--- src/tuid_pkg.sv ---
/*
 * Package of the translation unit identification block: register offsets,
 * implementation constants, field positions, carrier structs and types.
 * Assumes one clock domain and a byte-addressed Avalon-MM register port.
 */
package tuid_pkg;

    // byte offsets, one aligned word each
    localparam logic [7:0] TUID_OFF_BANK_COUNTS  = 8'h00;
    localparam logic [7:0] TUID_OFF_FEATURES     = 8'h04;
    localparam logic [7:0] TUID_OFF_RESERVED_A   = 8'h08;
    localparam logic [7:0] TUID_OFF_IMPL_DEF_4   = 8'h0C;
    localparam logic [7:0] TUID_OFF_IMPL_DEF_5   = 8'h10;
    localparam logic [7:0] TUID_OFF_RESERVED_B   = 8'h14;
    localparam logic [7:0] TUID_OFF_VERSION      = 8'h18;
    localparam logic [7:0] TUID_OFF_AUX_CONFIG   = 8'h20;
    localparam logic [7:0] TUID_OFF_AUX_NS_ALIAS = 8'h24;
    localparam logic [7:0] TUID_OFF_SEC_CONTROL  = 8'h28;

    // implementation constants
    localparam logic [7:0]  TUID_TOTAL_BANKS     = 8'h10;
    localparam logic [7:0]  TUID_S2_ONLY_BANKS   = 8'h04;
    localparam logic        TUID_HAS_STAGE1      = 1'b1;
    localparam logic [7:0]  TUID_STAGE1_BANKS    = TUID_TOTAL_BANKS - TUID_S2_ONLY_BANKS;
    localparam logic        TUID_TWO_SEC_STATES  = 1'b1;
    localparam logic        TUID_ACCESS_NEVER    = 1'b1;
    localparam logic        TUID_COMP_INDEX      = 1'b1;
    localparam logic        TUID_HIER_ATTR       = 1'b1;
    localparam logic        TUID_HOST_EXT        = 1'b1;
    localparam logic        TUID_EXT_MATCH       = 1'b1;
    localparam logic [10:0] TUID_EXT_MATCH_COUNT = 11'h100;
    localparam logic [10:0] TUID_LEGACY_GROUPS   = 11'h080;
    localparam logic        TUID_WIDE_VMID       = 1'b1;
    localparam logic        TUID_GRANULE_64K     = 1'b1;
    localparam logic        TUID_GRANULE_16K     = 1'b0;
    localparam logic        TUID_GRANULE_4K      = 1'b1;
    localparam logic [3:0]  TUID_UPSTREAM_CODE   = 4'h5;
    localparam logic [3:0]  TUID_OUTPUT_CODE     = 4'h4;
    localparam logic [3:0]  TUID_INTERM_CODE     = 4'h4;
    // arbitrary values, no meaning beyond this block
    localparam logic [31:0] TUID_IMPL_DEF_4_VAL  = 32'h0000_0000;
    localparam logic [31:0] TUID_IMPL_DEF_5_VAL  = 32'h0000_0000;
    localparam logic [3:0]  TUID_VER_MAJOR       = 4'h1;
    localparam logic [3:0]  TUID_VER_MINOR       = 4'h0;

    // field positions
    localparam int TUID_POS_S2_COUNT    = 16;
    localparam int TUID_POS_ACCESS_NEV  = 30;
    localparam int TUID_POS_COMP_INDEX  = 29;
    localparam int TUID_POS_HIER_ATTR   = 28;
    localparam int TUID_POS_HOST_EXT    = 27;
    localparam int TUID_POS_EXT_COUNT   = 16;
    localparam int TUID_POS_WIDE_VMID   = 15;
    localparam int TUID_POS_G64K        = 14;
    localparam int TUID_POS_G16K        = 13;
    localparam int TUID_POS_G4K         = 12;
    localparam int TUID_POS_UPSTREAM    = 8;
    localparam int TUID_POS_OUTPUT      = 4;
    localparam int TUID_POS_CB_OVERRIDE = 0;
    localparam int TUID_POS_COMP_OFF    = 8;
    localparam int TUID_POS_NS_EXT      = 16;

    // reset values
    localparam logic [31:0] TUID_AUX_RESET    = 32'h0000_0000;
    localparam logic [7:0]  TUID_CB_OVR_RESET = TUID_TOTAL_BANKS;
    localparam logic        TUID_COMP_OFF_RST = 1'b0;
    localparam logic [10:0] TUID_NS_EXT_RESET = TUID_EXT_MATCH_COUNT;

    // privilege config encodings
    localparam logic [1:0] TUID_PRIV_DEFAULT = 2'h0;
    localparam logic [1:0] TUID_PRIV_NEVER   = 2'h1;
    localparam logic [1:0] TUID_PRIV_UNPRIV  = 2'h2;
    localparam logic [1:0] TUID_PRIV_PRIV    = 2'h3;

    typedef enum logic [1:0] {
        TUID_BANK_TWO_LEVEL,
        TUID_BANK_BYPASS,
        TUID_BANK_HYPERVISOR,
        TUID_BANK_MONITOR
    } tuid_bank_kind_type;

    typedef enum logic [3:0] {
        TUID_SEL_BANK_COUNTS, TUID_SEL_FEATURES, TUID_SEL_RESERVED, TUID_SEL_IMPL4,
        TUID_SEL_IMPL5, TUID_SEL_VERSION, TUID_SEL_AUX, TUID_SEL_AUX_ALIAS,
        TUID_SEL_SEC_CTRL, TUID_SEL_NONE
    } tuid_sel_type;

    typedef struct packed {
        logic        read;
        logic        write;
        logic        secure;
        logic [7:0]  address;
        logic [31:0] writedata;
        logic [3:0]  byteenable;
    } tuid_avs_req_type;

    typedef struct packed {
        logic               valid;
        logic [1:0]         privilege_config;
        tuid_bank_kind_type kind;
        logic               txn_privileged;
        logic               region_unpriv;
    } tuid_priv_req_type;

    typedef struct packed {
        logic valid;
        logic privileged;
        logic perm_fault;
    } tuid_priv_ans_type;

endpackage : tuid_pkg

--- src/tuid_regs.sv ---
/*
 * Identification register bank of the address translation unit, with the
 * banked auxiliary configuration register, a secure-only control word and
 * the privilege-config resolver for incoming transactions.
 * Assumes an Avalon-MM master on mclk with a secure sideband bit, and a
 * transaction source on the same clock.
 */
// Implementation choices: the placing of the registers and the Avalon-MM slave port.
//Contract
// - bank count field reports all implemented context banks, 0 to 128, stage-2-only included
// - stage 1 capable banks equal total banks minus stage-2-only banks
// - non-secure read of total bank count returns the secure-set override value
// - feature bit 30 flags access-never support; bit 31 reads zero
// - access-never on two-level bank makes all privileged, faulting unprivileged-reachable regions
// - bypass context treats access-never encoding like privileged encoding
// - hypervisor and monitor banks treat access-never encoding like privileged encoding
// - bit 29 flags compressed indexing; non-secure reads zero when secure disable set
// - bit 28 flags hierarchical attribute disable support, 64-bit tables only
// - bit 27 flags host-extension translation context support
// - bits 26:16 give implemented group count secure, usable group count non-secure
// - extended group count includes 128 legacy groups; zero without extended matching
// - bit 15 reads 1 for 16-bit machine identifiers, 0 for 8-bit only
// - bits 14, 13, 12 flag 64KB, 16KB and 4KB granule support
// - bits 11:8 encode upstream bus width, codes 0 to 5 and 15
// - bits 7:4 encode maximum output address width, codes 0 to 5
// - bits 3:0 encode maximum intermediate address width, codes 0 to 5
// - third and sixth id registers reserved; fourth and fifth implementation defined
// - version register holds major in bits 7:4, minor in bits 3:0
// - auxiliary register is 32-bit read-write, banked per security state, with secure alias
// - bits 23:16 of bank count register report stage-2-only bank count
module tuid_regs (
    input  wire logic                        mclk,            // 125 MHz clock
    input  wire logic                        rst_n,           // synchronous reset
    input  wire tuid_pkg::tuid_avs_req_type  avs_req,         // avalon request group
    output logic     [31:0]                  avs_readdata,    // registered read data
    output logic                             avs_waitrequest, // stall until answer ready
    input  wire tuid_pkg::tuid_priv_req_type priv_req,        // transaction to resolve
    output tuid_pkg::tuid_priv_ans_type      priv_ans         // registered resolution
);
    import tuid_pkg::*;

    typedef struct packed {
        logic              ack;
        logic [31:0]       rdata;
        logic [31:0]       aux_s;
        logic [31:0]       aux_ns;
        logic [7:0]        cb_override;
        logic              comp_off;
        logic [10:0]       ns_ext_count;
        tuid_priv_ans_type pans;
    } tuid_state_type;

    tuid_state_type s_q;
    tuid_state_type s_d;

    // one decode shared by read and write paths
    function automatic tuid_sel_type decode(input logic [7:0] addr);
        case (addr)
            TUID_OFF_BANK_COUNTS:  decode = TUID_SEL_BANK_COUNTS;
            TUID_OFF_FEATURES:     decode = TUID_SEL_FEATURES;
            TUID_OFF_RESERVED_A:   decode = TUID_SEL_RESERVED;
            TUID_OFF_IMPL_DEF_4:   decode = TUID_SEL_IMPL4;
            TUID_OFF_IMPL_DEF_5:   decode = TUID_SEL_IMPL5;
            TUID_OFF_RESERVED_B:   decode = TUID_SEL_RESERVED;
            TUID_OFF_VERSION:      decode = TUID_SEL_VERSION;
            TUID_OFF_AUX_CONFIG:   decode = TUID_SEL_AUX;
            TUID_OFF_AUX_NS_ALIAS: decode = TUID_SEL_AUX_ALIAS;
            TUID_OFF_SEC_CONTROL:  decode = TUID_SEL_SEC_CTRL;
            default:               decode = TUID_SEL_NONE;
        endcase
    endfunction : decode

    // byte-lane merge for writable words
    function automatic logic [31:0] merge(input logic [31:0] old_v, input logic [31:0] new_v,
                                          input logic [3:0] be);
        logic [31:0] r;
        r = old_v;
        for (int i = 0; i < 4; i++) begin
            if (be[i]) begin
                r[8*i +: 8] = new_v[8*i +: 8];
            end
        end
        merge = r;
    endfunction : merge

    // feature word; secure view differs from non-secure view
    function automatic logic [31:0] features(input logic sec, input logic comp_off_v,
                                             input logic [10:0] ns_ext);
        logic [31:0] w;
        w = 32'h0000_0000;
        w[TUID_POS_ACCESS_NEV] = TUID_ACCESS_NEVER;
        w[TUID_POS_COMP_INDEX] = TUID_COMP_INDEX & (sec | ~comp_off_v);
        w[TUID_POS_HIER_ATTR]  = TUID_HIER_ATTR;
        w[TUID_POS_HOST_EXT]   = TUID_HOST_EXT;
        if (TUID_EXT_MATCH) begin
            w[TUID_POS_EXT_COUNT +: 11] = sec ? TUID_EXT_MATCH_COUNT : ns_ext;
        end
        w[TUID_POS_WIDE_VMID]     = TUID_WIDE_VMID;
        w[TUID_POS_G64K]          = TUID_GRANULE_64K;
        w[TUID_POS_G16K]          = TUID_GRANULE_16K;
        w[TUID_POS_G4K]           = TUID_GRANULE_4K;
        w[TUID_POS_UPSTREAM +: 4] = TUID_UPSTREAM_CODE;
        w[TUID_POS_OUTPUT +: 4]   = TUID_OUTPUT_CODE;
        w[3:0]                    = TUID_INTERM_CODE;
        features = w;
    endfunction : features

    tuid_sel_type sel;
    logic         nonsec_view;
    logic         take_read;
    logic         take_write;
    logic [31:0]  rd_value;
    logic [31:0]  sec_ctrl_word;

    assign sel         = decode(avs_req.address);
    assign nonsec_view = TUID_TWO_SEC_STATES & ~avs_req.secure;
    // read data is loaded on the first edge, the answer shows one cycle later
    assign take_read   = avs_req.read & ~s_q.ack;
    // writes commit only at the edge where waitrequest is sampled low
    assign take_write  = avs_req.write & s_q.ack;

    assign sec_ctrl_word = {5'h00, s_q.ns_ext_count, 7'h00, s_q.comp_off, s_q.cb_override};

    // handshake: one wait cycle for every access, mapped or not
    assign avs_waitrequest = (avs_req.read | avs_req.write) & ~s_q.ack;
    assign avs_readdata    = s_q.rdata;
    assign priv_ans        = s_q.pans;

    // read multiplexer
    always_comb begin
        rd_value = 32'h0000_0000;
        case (sel)
            TUID_SEL_BANK_COUNTS: begin
                rd_value[TUID_POS_S2_COUNT +: 8] = TUID_S2_ONLY_BANKS;
                rd_value[7:0] = nonsec_view ? s_q.cb_override : TUID_TOTAL_BANKS;
            end
            TUID_SEL_FEATURES: begin
                rd_value = features(~nonsec_view, s_q.comp_off, s_q.ns_ext_count);
            end
            TUID_SEL_RESERVED: begin
                rd_value = 32'h0000_0000;
            end
            TUID_SEL_IMPL4: begin
                rd_value = TUID_IMPL_DEF_4_VAL;
            end
            TUID_SEL_IMPL5: begin
                rd_value = TUID_IMPL_DEF_5_VAL;
            end
            TUID_SEL_VERSION: begin
                rd_value = {24'h00_0000, TUID_VER_MAJOR, TUID_VER_MINOR};
            end
            TUID_SEL_AUX: begin
                rd_value = nonsec_view ? s_q.aux_ns : s_q.aux_s;
            end
            TUID_SEL_AUX_ALIAS: begin
                rd_value = nonsec_view ? 32'h0000_0000 : s_q.aux_ns;
            end
            TUID_SEL_SEC_CTRL: begin
                rd_value = nonsec_view ? 32'h0000_0000 : sec_ctrl_word;
            end
            default: begin
                rd_value = 32'h0000_0000;
            end
        endcase
    end

    // next-state logic: bus answer, writable words, privilege resolver
    always_comb begin
        s_d     = s_q;
        s_d.ack = (avs_req.read | avs_req.write) & ~s_q.ack;
        if (take_read) begin
            s_d.rdata = rd_value;
        end
        // id words have no write path at all
        if (take_write) begin
            case (sel)
                TUID_SEL_AUX: begin
                    if (nonsec_view) begin
                        s_d.aux_ns = merge(s_q.aux_ns, avs_req.writedata, avs_req.byteenable);
                    end else begin
                        s_d.aux_s = merge(s_q.aux_s, avs_req.writedata, avs_req.byteenable);
                    end
                end
                TUID_SEL_AUX_ALIAS: begin
                    if (!nonsec_view) begin
                        s_d.aux_ns = merge(s_q.aux_ns, avs_req.writedata, avs_req.byteenable);
                    end
                end
                TUID_SEL_SEC_CTRL: begin
                    // non-secure software may not steer its own view
                    if (!nonsec_view) begin
                        if (avs_req.byteenable[0]) begin
                            s_d.cb_override = avs_req.writedata[TUID_POS_CB_OVERRIDE +: 8];
                        end
                        if (avs_req.byteenable[1]) begin
                            s_d.comp_off = avs_req.writedata[TUID_POS_COMP_OFF];
                        end
                        if (avs_req.byteenable[2]) begin
                            s_d.ns_ext_count[7:0] = avs_req.writedata[TUID_POS_NS_EXT +: 8];
                        end
                        if (avs_req.byteenable[3]) begin
                            s_d.ns_ext_count[10:8] = avs_req.writedata[TUID_POS_NS_EXT + 8 +: 3];
                        end
                    end
                end
                default: begin
                    s_d.ack = 1'b0;
                end
            endcase
        end
        // privilege resolution, registered one cycle after the request
        s_d.pans.valid      = priv_req.valid;
        s_d.pans.privileged = priv_req.txn_privileged;
        s_d.pans.perm_fault = 1'b0;
        if (priv_req.valid) begin
            case (priv_req.privilege_config)
                TUID_PRIV_UNPRIV: begin
                    s_d.pans.privileged = 1'b0;
                end
                TUID_PRIV_PRIV: begin
                    s_d.pans.privileged = 1'b1;
                end
                TUID_PRIV_NEVER: begin
                    // without support the encoding is reserved; pass the request through
                    if (TUID_ACCESS_NEVER) begin
                        s_d.pans.privileged = 1'b1;
                        s_d.pans.perm_fault = (priv_req.kind == TUID_BANK_TWO_LEVEL)
                                              & priv_req.region_unpriv;
                    end
                end
                default: begin
                    s_d.pans.privileged = priv_req.txn_privileged;
                end
            endcase
            // these banks have no notion of unprivileged access
            if (priv_req.kind == TUID_BANK_HYPERVISOR || priv_req.kind == TUID_BANK_MONITOR) begin
                s_d.pans.perm_fault = 1'b0;
            end
        end
    end

    // state register
    always_ff @(posedge mclk) begin
        if (!rst_n) begin
            s_q.ack          <= 1'b0;
            s_q.rdata        <= 32'h0000_0000;
            s_q.aux_s        <= TUID_AUX_RESET;
            s_q.aux_ns       <= TUID_AUX_RESET;
            s_q.cb_override  <= TUID_CB_OVR_RESET;
            s_q.comp_off     <= TUID_COMP_OFF_RST;
            s_q.ns_ext_count <= TUID_NS_EXT_RESET;
            s_q.pans         <= '0;
        end else begin
            s_q <= s_d;
        end
    end

    // bus handshake answers within two cycles
    a_wait_bound: assert property (@(posedge mclk) disable iff (!rst_n)
        $rose(avs_req.read) |-> avs_waitrequest ##1 !avs_waitrequest)
        else $error("read not answered on the second cycle");

    a_total_banks: assert property (@(posedge mclk) disable iff (!rst_n)
        (take_read && sel == TUID_SEL_BANK_COUNTS && !nonsec_view)
        |=> avs_readdata[7:0] == TUID_TOTAL_BANKS && avs_readdata[7:0] <= 8'h80)
        else $error("secure bank count wrong");

    a_stage1_split: assert property (@(posedge mclk) disable iff (!rst_n)
        (take_read && sel == TUID_SEL_BANK_COUNTS && !nonsec_view && TUID_HAS_STAGE1)
        |=> (avs_readdata[7:0] - avs_readdata[23:16]) == TUID_STAGE1_BANKS
            && avs_readdata[23:16] == TUID_S2_ONLY_BANKS && avs_readdata[31:24] == 8'h00)
        else $error("stage split of banks wrong");

    a_ns_override: assert property (@(posedge mclk) disable iff (!rst_n)
        (take_read && sel == TUID_SEL_BANK_COUNTS && nonsec_view)
        |=> avs_readdata[7:0] == $past(s_q.cb_override))
        else $error("non-secure bank count not the override");

    a_comp_hidden: assert property (@(posedge mclk) disable iff (!rst_n)
        (take_read && sel == TUID_SEL_FEATURES && nonsec_view && s_q.comp_off)
        |=> !avs_readdata[TUID_POS_COMP_INDEX] && !avs_readdata[31])
        else $error("compressed index visible to non-secure");

    a_ext_count: assert property (@(posedge mclk) disable iff (!rst_n)
        (take_read && sel == TUID_SEL_FEATURES)
        |=> avs_readdata[26:16] == ($past(nonsec_view) ? $past(s_q.ns_ext_count)
                                                       : TUID_EXT_MATCH_COUNT)
            && (!$past(!nonsec_view) || avs_readdata[26:16] >= TUID_LEGACY_GROUPS))
        else $error("extended group count wrong");

    a_feature_codes: assert property (@(posedge mclk) disable iff (!rst_n)
        (take_read && sel == TUID_SEL_FEATURES)
        |=> avs_readdata[15:0] == {TUID_WIDE_VMID, TUID_GRANULE_64K, TUID_GRANULE_16K,
                                   TUID_GRANULE_4K, TUID_UPSTREAM_CODE, TUID_OUTPUT_CODE,
                                   TUID_INTERM_CODE})
        else $error("feature size codes wrong");

    a_reserved_zero: assert property (@(posedge mclk) disable iff (!rst_n)
        (take_read && (sel == TUID_SEL_RESERVED || sel == TUID_SEL_NONE))
        |=> avs_readdata == 32'h0000_0000)
        else $error("reserved word not zero");

    a_version_word: assert property (@(posedge mclk) disable iff (!rst_n)
        (take_read && sel == TUID_SEL_VERSION) |=> avs_readdata[31:8] == 24'h00_0000
            && avs_readdata[7:4] == TUID_VER_MAJOR && avs_readdata[3:0] == TUID_VER_MINOR)
        else $error("version word wrong");

    a_aux_alias: assert property (@(posedge mclk) disable iff (!rst_n)
        (take_write && sel == TUID_SEL_AUX_ALIAS && !nonsec_view && avs_req.byteenable == 4'hF)
        |=> s_q.aux_ns == $past(avs_req.writedata) && $stable(s_q.aux_s))
        else $error("secure alias did not reach non-secure copy");

    a_never_fault: assert property (@(posedge mclk) disable iff (!rst_n)
        (priv_req.valid && priv_req.privilege_config == TUID_PRIV_NEVER
         && priv_req.kind == TUID_BANK_TWO_LEVEL && TUID_ACCESS_NEVER)
        |=> priv_ans.valid && priv_ans.privileged && priv_ans.perm_fault == $past(priv_req.region_unpriv))
        else $error("access-never resolution wrong");

    a_never_as_priv: assert property (@(posedge mclk) disable iff (!rst_n)
        (priv_req.valid && priv_req.privilege_config == TUID_PRIV_NEVER
         && priv_req.kind != TUID_BANK_TWO_LEVEL && TUID_ACCESS_NEVER)
        |=> priv_ans.privileged && !priv_ans.perm_fault)
        else $error("access-never not treated as privileged");

    // writes share the single wait cycle of reads
    a_write_bound: assert property (@(posedge mclk) disable iff (!rst_n)
        $rose(avs_req.write) |-> avs_waitrequest ##1 !avs_waitrequest)
        else $error("write not answered on the second cycle");

    a_id_write_ignored: assert property (@(posedge mclk) disable iff (!rst_n)
        (take_write && (sel == TUID_SEL_BANK_COUNTS || sel == TUID_SEL_FEATURES || sel == TUID_SEL_VERSION))
        |=> $stable(s_q.aux_s) && $stable(s_q.aux_ns) && $stable(s_q.cb_override) && $stable(s_q.comp_off))
        else $error("write to id word changed state");

    a_ns_ctrl_locked: assert property (@(posedge mclk) disable iff (!rst_n)
        (take_write && sel == TUID_SEL_SEC_CTRL && nonsec_view)
        |=> $stable(s_q.cb_override) && $stable(s_q.comp_off) && $stable(s_q.ns_ext_count))
        else $error("non-secure write reached secure control");

    a_hyp_no_fault: assert property (@(posedge mclk) disable iff (!rst_n)
        (priv_req.valid && (priv_req.kind == TUID_BANK_HYPERVISOR || priv_req.kind == TUID_BANK_MONITOR))
        |=> priv_ans.valid && !priv_ans.perm_fault)
        else $error("hypervisor or monitor bank faulted");

endmodule : tuid_regs

--- config.mk ---
export PLATFORM = sky130hd
export DESIGN_NAME = tuid_regs
export DESIGN_NICKNAME = d
export VERILOG_FILES = /design/src/tuid_pkg.sv /design/src/tuid_regs.sv
export SDC_FILE = /design/constraint.sdc
export NUM_CORES = 1
export LEC_CHECK = 0
export BUFFER_PORTS_ARGS = -buffer_cell sky130_fd_sc_hd__buf_2
export CAP_MARGIN = 20
export CORE_ASPECT_RATIO = 0.7
export CORE_UTILIZATION = 51
export DETAILED_ROUTE_END_ITERATION = 16
export PLACE_DENSITY = 0.77
export SYNTH_ARGS = -nofsm -noshare
export SYNTH_HDL_FRONTEND = slang
export SYNTH_SLANG_ARGS = --single-unit
export TNS_END_PERCENT = 100
--- constraint.sdc ---
create_clock -name mclk -period 1.9 [get_ports mclk]
set_input_delay 0.38 -clock mclk [delete_from_list [all_inputs] [get_ports mclk]]
set_output_delay 0.38 -clock mclk [all_outputs]
set_load 0.01 [all_outputs]
==> flow_summary.json, run 1 <==
{
  "postCtsHoldBufs": 0,
  "setup_violations": 0,
  "async_reset_ff_frac": 0,
  "min_from": "priv_req[3]",
  "rsz0062_at_grt": "no",
  "synth_commonest_cells": "143 x nand2_1, 120 x dfxtp_1, 57 x nand3_1",
  "ys.flop_type": "dfxtp_1",
  "place_hpwl_um": 10160,
  "wl_um": 14710,
  "drv_cap": 0,
  "min_period_over_period": 0.9692,
  "die_w_um": 127.2,
  "grt_pass1_wl_um": 23260,
  "ys_seq_area_frac": 0.4291,
  "syn_inst": 638,
  "rows": 31,
  "synth_nets": 694,
  "synthMostInstantiatedCell": "nand2_1",
  "yosys.area.top_type_share": 0.4291,
  "cts_buffers": 17,
  "ff2ff_setup_slack_ns": 0.19,
  "r2r_cells": 6,
  "required_ns": 2.24,
  "synth_cell_type_count": 55,
  "synth_area_um2": 5598,
  "syn_area_per_cell_um2": 8.774,
  "ant_nets": 0,
  "core-area_um2": 10510,
  "place_area_um2": 6292,
  "finalHoldViolCount": 0,
  "antenna_found_initial": 0,
  "p_clk_frac": 0.539,
  "path_max_fanout": 7,
  "power.net_switching_mw": 1.373,
  "r2r-end": "avs_readdata[24]",
  "insertion_delay_ns": 0.41,
  "grt_use_total": 0.2687,
  "cts_htree_levels": 4,
  "sw_frac_of_total": 0.2194,
  "nets": 778,
  "worst_pin_slew_ns": 0.4859,
  "start_util": 0.5326,
  "area_growth_syn_to_layout_pct": 23.51,
  "avgViaCountPerCell": 5.681,
  "irDropWorstVdd_mv": 0.6245,
  "slew_viol_final": 0,
  "port_buffers": 91,
  "final_util": 0.6578,
  "critPathArrivalTime_ns": 2.18,
  "dp_slack_ns": -0.3242,
  "min_period_ns": 1.841,
  "hold_class": "in2reg",
  "chipHeight_um": 89.66,
  "min_path_cells": 2,
  "whs_ns": 0.1256,
  "worstSetupEndpointType": "register",
  "clockBufferDepth": 2,
  "io_pins": 92,
  "combinationalPowerShare": 0.057,
  "grt-ovfl-total": 0,
  "cts_resized": 0,
  "drtIter0Drc": 481,
  "vias": 5016,
  "synth_top_area_cell": "dfxtp_1",
  "synth_edf_count": 0,
  "cts_setup_buffers": 0,
  "firstDrtPassIters": 6,
  "worstSetupStartpointType": "primary input",
  "grt_max_degree": 99,
  "whs_endpoint": "priv_ans[0]",
  "p_int_mw": 4.884,
  "clk_pin_slew_ns": 0.05,
  "status": "complete, no violations",
  "total_power_mw": 6.256,
  "stdcell_area_um2": 6914,
  "insertedDiodeCount": 0,
  "drc": 0,
  "synth_area_leaders": "dfxtp_1 43%, nand2_1 9.6%, mux2i_1 6.1%",
  "final.setup.worst_slack_ns": 0.05860,
  "die_area_um2": 11410,
  "max_clock_freq_mhz": 543.1,
  "p_leak_nw": 2.881,
  "ys_warn_count": 0,
  "finClkSkew_ns": 0.003978,
  "path_class": "in2reg",
  "final_layout_size_suffix_gt1_frac": 0.2844,
  "cts_tree": "built",
  "wl_per_cell_um": 16.65,
  "root_buffer": "clkbuf_16",
  "power_frac_seq": 0.404,
  "place.gp.congestion": 0.9074,
  "cts_sinks": 120,
  "grt_pass1_vias": 4844,
  "synth_seq_cells": 120,
  "r2r-start": "s_q[119]",
  "relSlewSlack": 0.6736,
  "power_density_nw_per_um2": 904.9
}
## flip-flops by register name, indices dropped and copies added (netlist names)
name,flops
avs_readdata,32
priv_ans,3
s_q,85
## metal layers
layer	routed length [um]	up-vias	global-route usage	part of all wire
met5	0	-	0	0
met4	271	0	0.1126	0.018
met3	1184	24	0.06931	0.081
met2	6983	209	0.4555	0.47
met1	6266	2383	0.3317	0.43
li1	-	2400	-	-
## through the flow
step / setup TNS [ns] / instances
floorplan: -0.006569 / 638
global placement: -20.00 / 851
detailed placement: -23.41 / 851
CTS: 0 / 883
global route: 0 / 883
finish: 0 / 883
## logic make-up after synthesis
family	Yosys count	synth area share
simple gates	253	0.2313
compound gates	144	0.1848
flops	120	0.4291
buf+inv	85	0.09075
mux	34	0.06080
xor+xnor	2	0.003130
## power by group through the flow
stage	combinational, mW	clock (mW)	sequential (mW)
5_1_grt	0.386	3.51	2.53
4_1_cts	0.356	3.40	2.53
3_5_place_dp	0.351	0	2.58
3_3_place_gp	0.339	0	2.58
6_report	0.359	3.37	2.53
2_1_floorplan	0.187	0	2.58
## cells in the final DEF, fill, tap and decap left out, drive strengths merged, types with 2 or more instances in the layout
cell     count
a221oi       7
o31ai        3
nand2b       3
nand4        6
dfxtp      120
a21o         4
mux2i       34
o21ai       64
a31oi        2
nor2         6
a2111oi      2
nand2      144
clkinv       8
a21oi        9
or4          2
inv          3
a22oi        5
buf        147
or3          2
nand3       57
a21boi      23
a222oi      13
and2         8
nor4         5
or2          2
a22o         5
bufinv       4
a211oi       2
clkbuf      20
and4         4
nor3         8
## worst max-delay path by stage
| stage | start | endpoint | slack (ns) | depth (start not counted) |
|---|---|---|---|---|
| after floorplan | avs_req[42] | s_q[60] | -0.007 | 7 |
| after global placement | avs_req[43] | avs_readdata[24] | -0.31 | 6 |
| after detailed placement | avs_req[39] | avs_readdata[20] | -0.32 | 7 |
| after CTS | avs_req[43] | avs_readdata[24] | 0.07 | 6 |
| after global routing | avs_req[42] | s_q[4] | 0.02 | 7 |
| final | avs_req[39] | avs_readdata[22] | 0.06 | 7 |
## worst max-delay path: stages
cell and delay, ns:
buf_2 0.11, or4_4 0.57, buf_4 0.16, or2_2 0.29, nor3_1 0.29, o21ai_2 0.20
o21ai_1 0.18
## layout make-up
| type | count | area [um^2] |
|---|---|---|
| repair buffers | 147 | 978.4 |
| clock inverters | 12 | 175.2 |
| fillers | 840 | 3597 |
| well taps | 148 | 185.2 |
| clock buffers | 20 | 446.7 |
| flip-flops and latches | 120 | 2402 |
| inverters | 3 | 11.26 |
| multi-input cells | 433 | 2715 |
(Power assumes the default switching activity.)
==> run 2: changes to the inputs <==
SETUP_SLACK_MARGIN = 0.5   (was not set)
==> run 2 against run 1 <==
Against the previous run: setup slack improved by 0.031 ns; sequential power barely moved; utilization rose by 8.2 points; sequential cell count did not move; clock power fell by 1%; global-route usage rose by 3.3 points; count of clock-buffer cells in the layout fell by 2; critical path depth did not move.
==> flow_summary.json, run 2 (synthesized netlist as in run 1, its figures left out) <==
{
  "finClkSkew_ns": 0.01123,
  "rows": 31,
  "mostFrequentLayoutCells": "139 x nand2_1, 119 x dfxtp_1, 87 x buf_2, 58 x buf_4, 35 x nand3_2",
  "cts_tree": "built",
  "vias": 5413,
  "min_period_over_period": 0.9531,
  "port_buffers": 91,
  "cts_buffers": 17,
  "slew_viol_final": 0,
  "max_clock_freq_mhz": 552.2,
  "grt_max_degree": 99,
  "wl_per_cell_um": 19.11,
  "area_growth_syn_to_layout_pct": 38.91,
  "grt-ovfl-total": 0,
  "power_density_nw_per_um2": 804.9,
  "power.net_switching_mw": 1.478,
  "drc": 0,
  "clk_pin_slew_ns": 0.06,
  "multiInputGateArea_um2": 3153,
  "antenna_found_initial": 0,
  "start_util": 0.5326,
  "layout_commonest_cell": "nand2_1",
  "min_period_ns": 1.811,
  "required_ns": 2.22,
  "place.gp.congestion": 0.8040,
  "chipHeight_um": 89.66,
  "finalHoldViolCount": 0,
  "rsz0062_at_grt": "yes",
  "die_w_um": 127.2,
  "drtIter0Drc": 587,
  "avgViaCountPerCell": 5.942,
  "combinationalPowerShare": 0.066,
  "relSlewSlack": 0.6924,
  "whs_ns": 0.1298,
  "nets": 806,
  "cts_sinks": 120,
  "io_pins": 92,
  "critPathTopFamily": "simple AND/OR/NAND/NOR gates",
  "drv_cap": 0,
  "insertion_delay_ns": 0.41,
  "die_area_um2": 11410,
  "ant_nets": 0,
  "place_hpwl_um": 10280,
  "insertedDiodeCount": 0,
  "grt_pass1_wl_um": 26080,
  "p_clk_frac": 0.530,
  "crit_slowest_cell": "or4_4",
  "status": "complete, no violations",
  "root_buffer": "clkbuf_16",
  "path_max_fanout": 8,
  "largest_reg_flops": 85,
  "path_class": "in2reg",
  "sw_frac_of_total": 0.2362,
  "p_int_mw": 4.781,
  "crit_buf_inv": 2,
  "cts_htree_levels": 4,
  "clockBufferDepth": 2,
  "wl_um": 17410,
  "final_layout_size_suffix_gt1_frac": 0.4246,
  "worstSetupEndpointType": "register",
  "critPathArrivalTime_ns": 2.14,
  "ff2ff_setup_slack_ns": 0.16,
  "path_cells": "buf_6, or4_4, buf_12, a311oi_4, o21ai_4, nand4_4, mux2i_1",
  "fillers": 694,
  "worst_pin_slew_ns": 0.4615,
  "firstDrtPassIters": 6,
  "irDropWorstVdd_mv": 0.7239,
  "grt_use_total": 0.3016,
  "cpPeakStageDelay_ns": 0.58,
  "hold_class": "in2reg",
  "worstSetupStartpointType": "primary input",
  "setup_violations": 0,
  "top_register": "s_q",
  "stdcell_area_um2": 7776,
  "power_frac_seq": 0.404,
  "place_area_um2": 6467,
  "p_leak_nw": 3.172,
  "ff_latch_area_um2": 2406,
  "grt_pass1_vias": 5140,
  "core-area_um2": 10510
}
==> run 2: changes by cell type in the layout (fill, tap and decap cells not counted), moves of 12 or more <==
cell      delta
a21boi_0    -14
nand3_2     +34
a21boi_1    +12
o21ai_2     +20
o21ai_1     -20
buf_6       +12
nand3_1     -35
==> run 2: timing repair <==
| action | in CTS | in global routing |
|---|---|---|
| resized for setup | 56 | 37 |
| hold buffers | 0 | 0 |
| setup buffers | 11 | 6 |
| cloned | 5 | 1 |
| pin swaps | 40 | 22 |
| setup endpoints to repair | 117 | 117 |
==> run 2: path summary, 6_finish.rpt <==
kind / from / to / cells after the start
setup / recovery: avs_req[43] / s_q[46] / 7
hold / removal: priv_req[3] / priv_ans[0] / 2
setup reg to reg: s_q[119] / avs_readdata[23] / 6
hold reg to reg: avs_readdata[12] / avs_readdata[12] / 2
==> run 2: worst register-to-register path, stage by stage (launching register included) <==
cell and delay (ns):
dfxtp_4 0.39, nand2b_2 0.28, a2111oi_4 0.38, buf_4 0.22
buf_6 0.12, o21ai_4 0.11, o21ai_2 0.17
==> run 2: final cells by class <==
type / instances / share of cell area
multi-input cells: 433 / 0.4055
repair buffers: 175 / 0.1812
clock buffers: 18 / 0.05648
well taps: 148 / 0.02381
inverters: 3 / 0.001448
clock inverters: 14 / 0.02220
flip-flops and latches: 120 / 0.3094
==> run 2: per-stage QoR <==
step	util	total power, mW	cells	TNS (ns)	worst slack (ns)
floorplan	-	2.778	638	-0.2104	-0.006575
global route	0.7398	6.435	911	0	0.05609
global placement	0.6153	2.938	856	-17.92	-0.2245
CTS	0.7172	6.239	904	0	0.1544
detailed placement	0.6153	2.946	856	-22.35	-0.3007
finish	0.7398	6.259	911	0	0.08910
==> run 2: power groups by stage <==
stage / clock [mW] / combinational [mW] / sequential (mW)
2_1_floorplan: 0 / 0.197 / 2.58
3_3_place_gp: 0 / 0.354 / 2.58
3_5_place_dp: 0 / 0.362 / 2.58
4_1_cts: 3.32 / 0.392 / 2.53
5_1_grt: 3.47 / 0.440 / 2.53
6_report: 3.32 / 0.413 / 2.53
==> run 2: metal layers <==
metal | up-vias | track usage | share of wire | wire length [um]
met2 | 293 | 0.5160 | 0.49 | 8489
met4 | 0 | 0.1212 | 0.023 | 400
met3 | 43 | 0.07227 | 0.075 | 1298
li1 | 2462 | - | - | -
met1 | 2615 | 0.3741 | 0.41 | 7218
met5 | - | 0 | 0 | 0
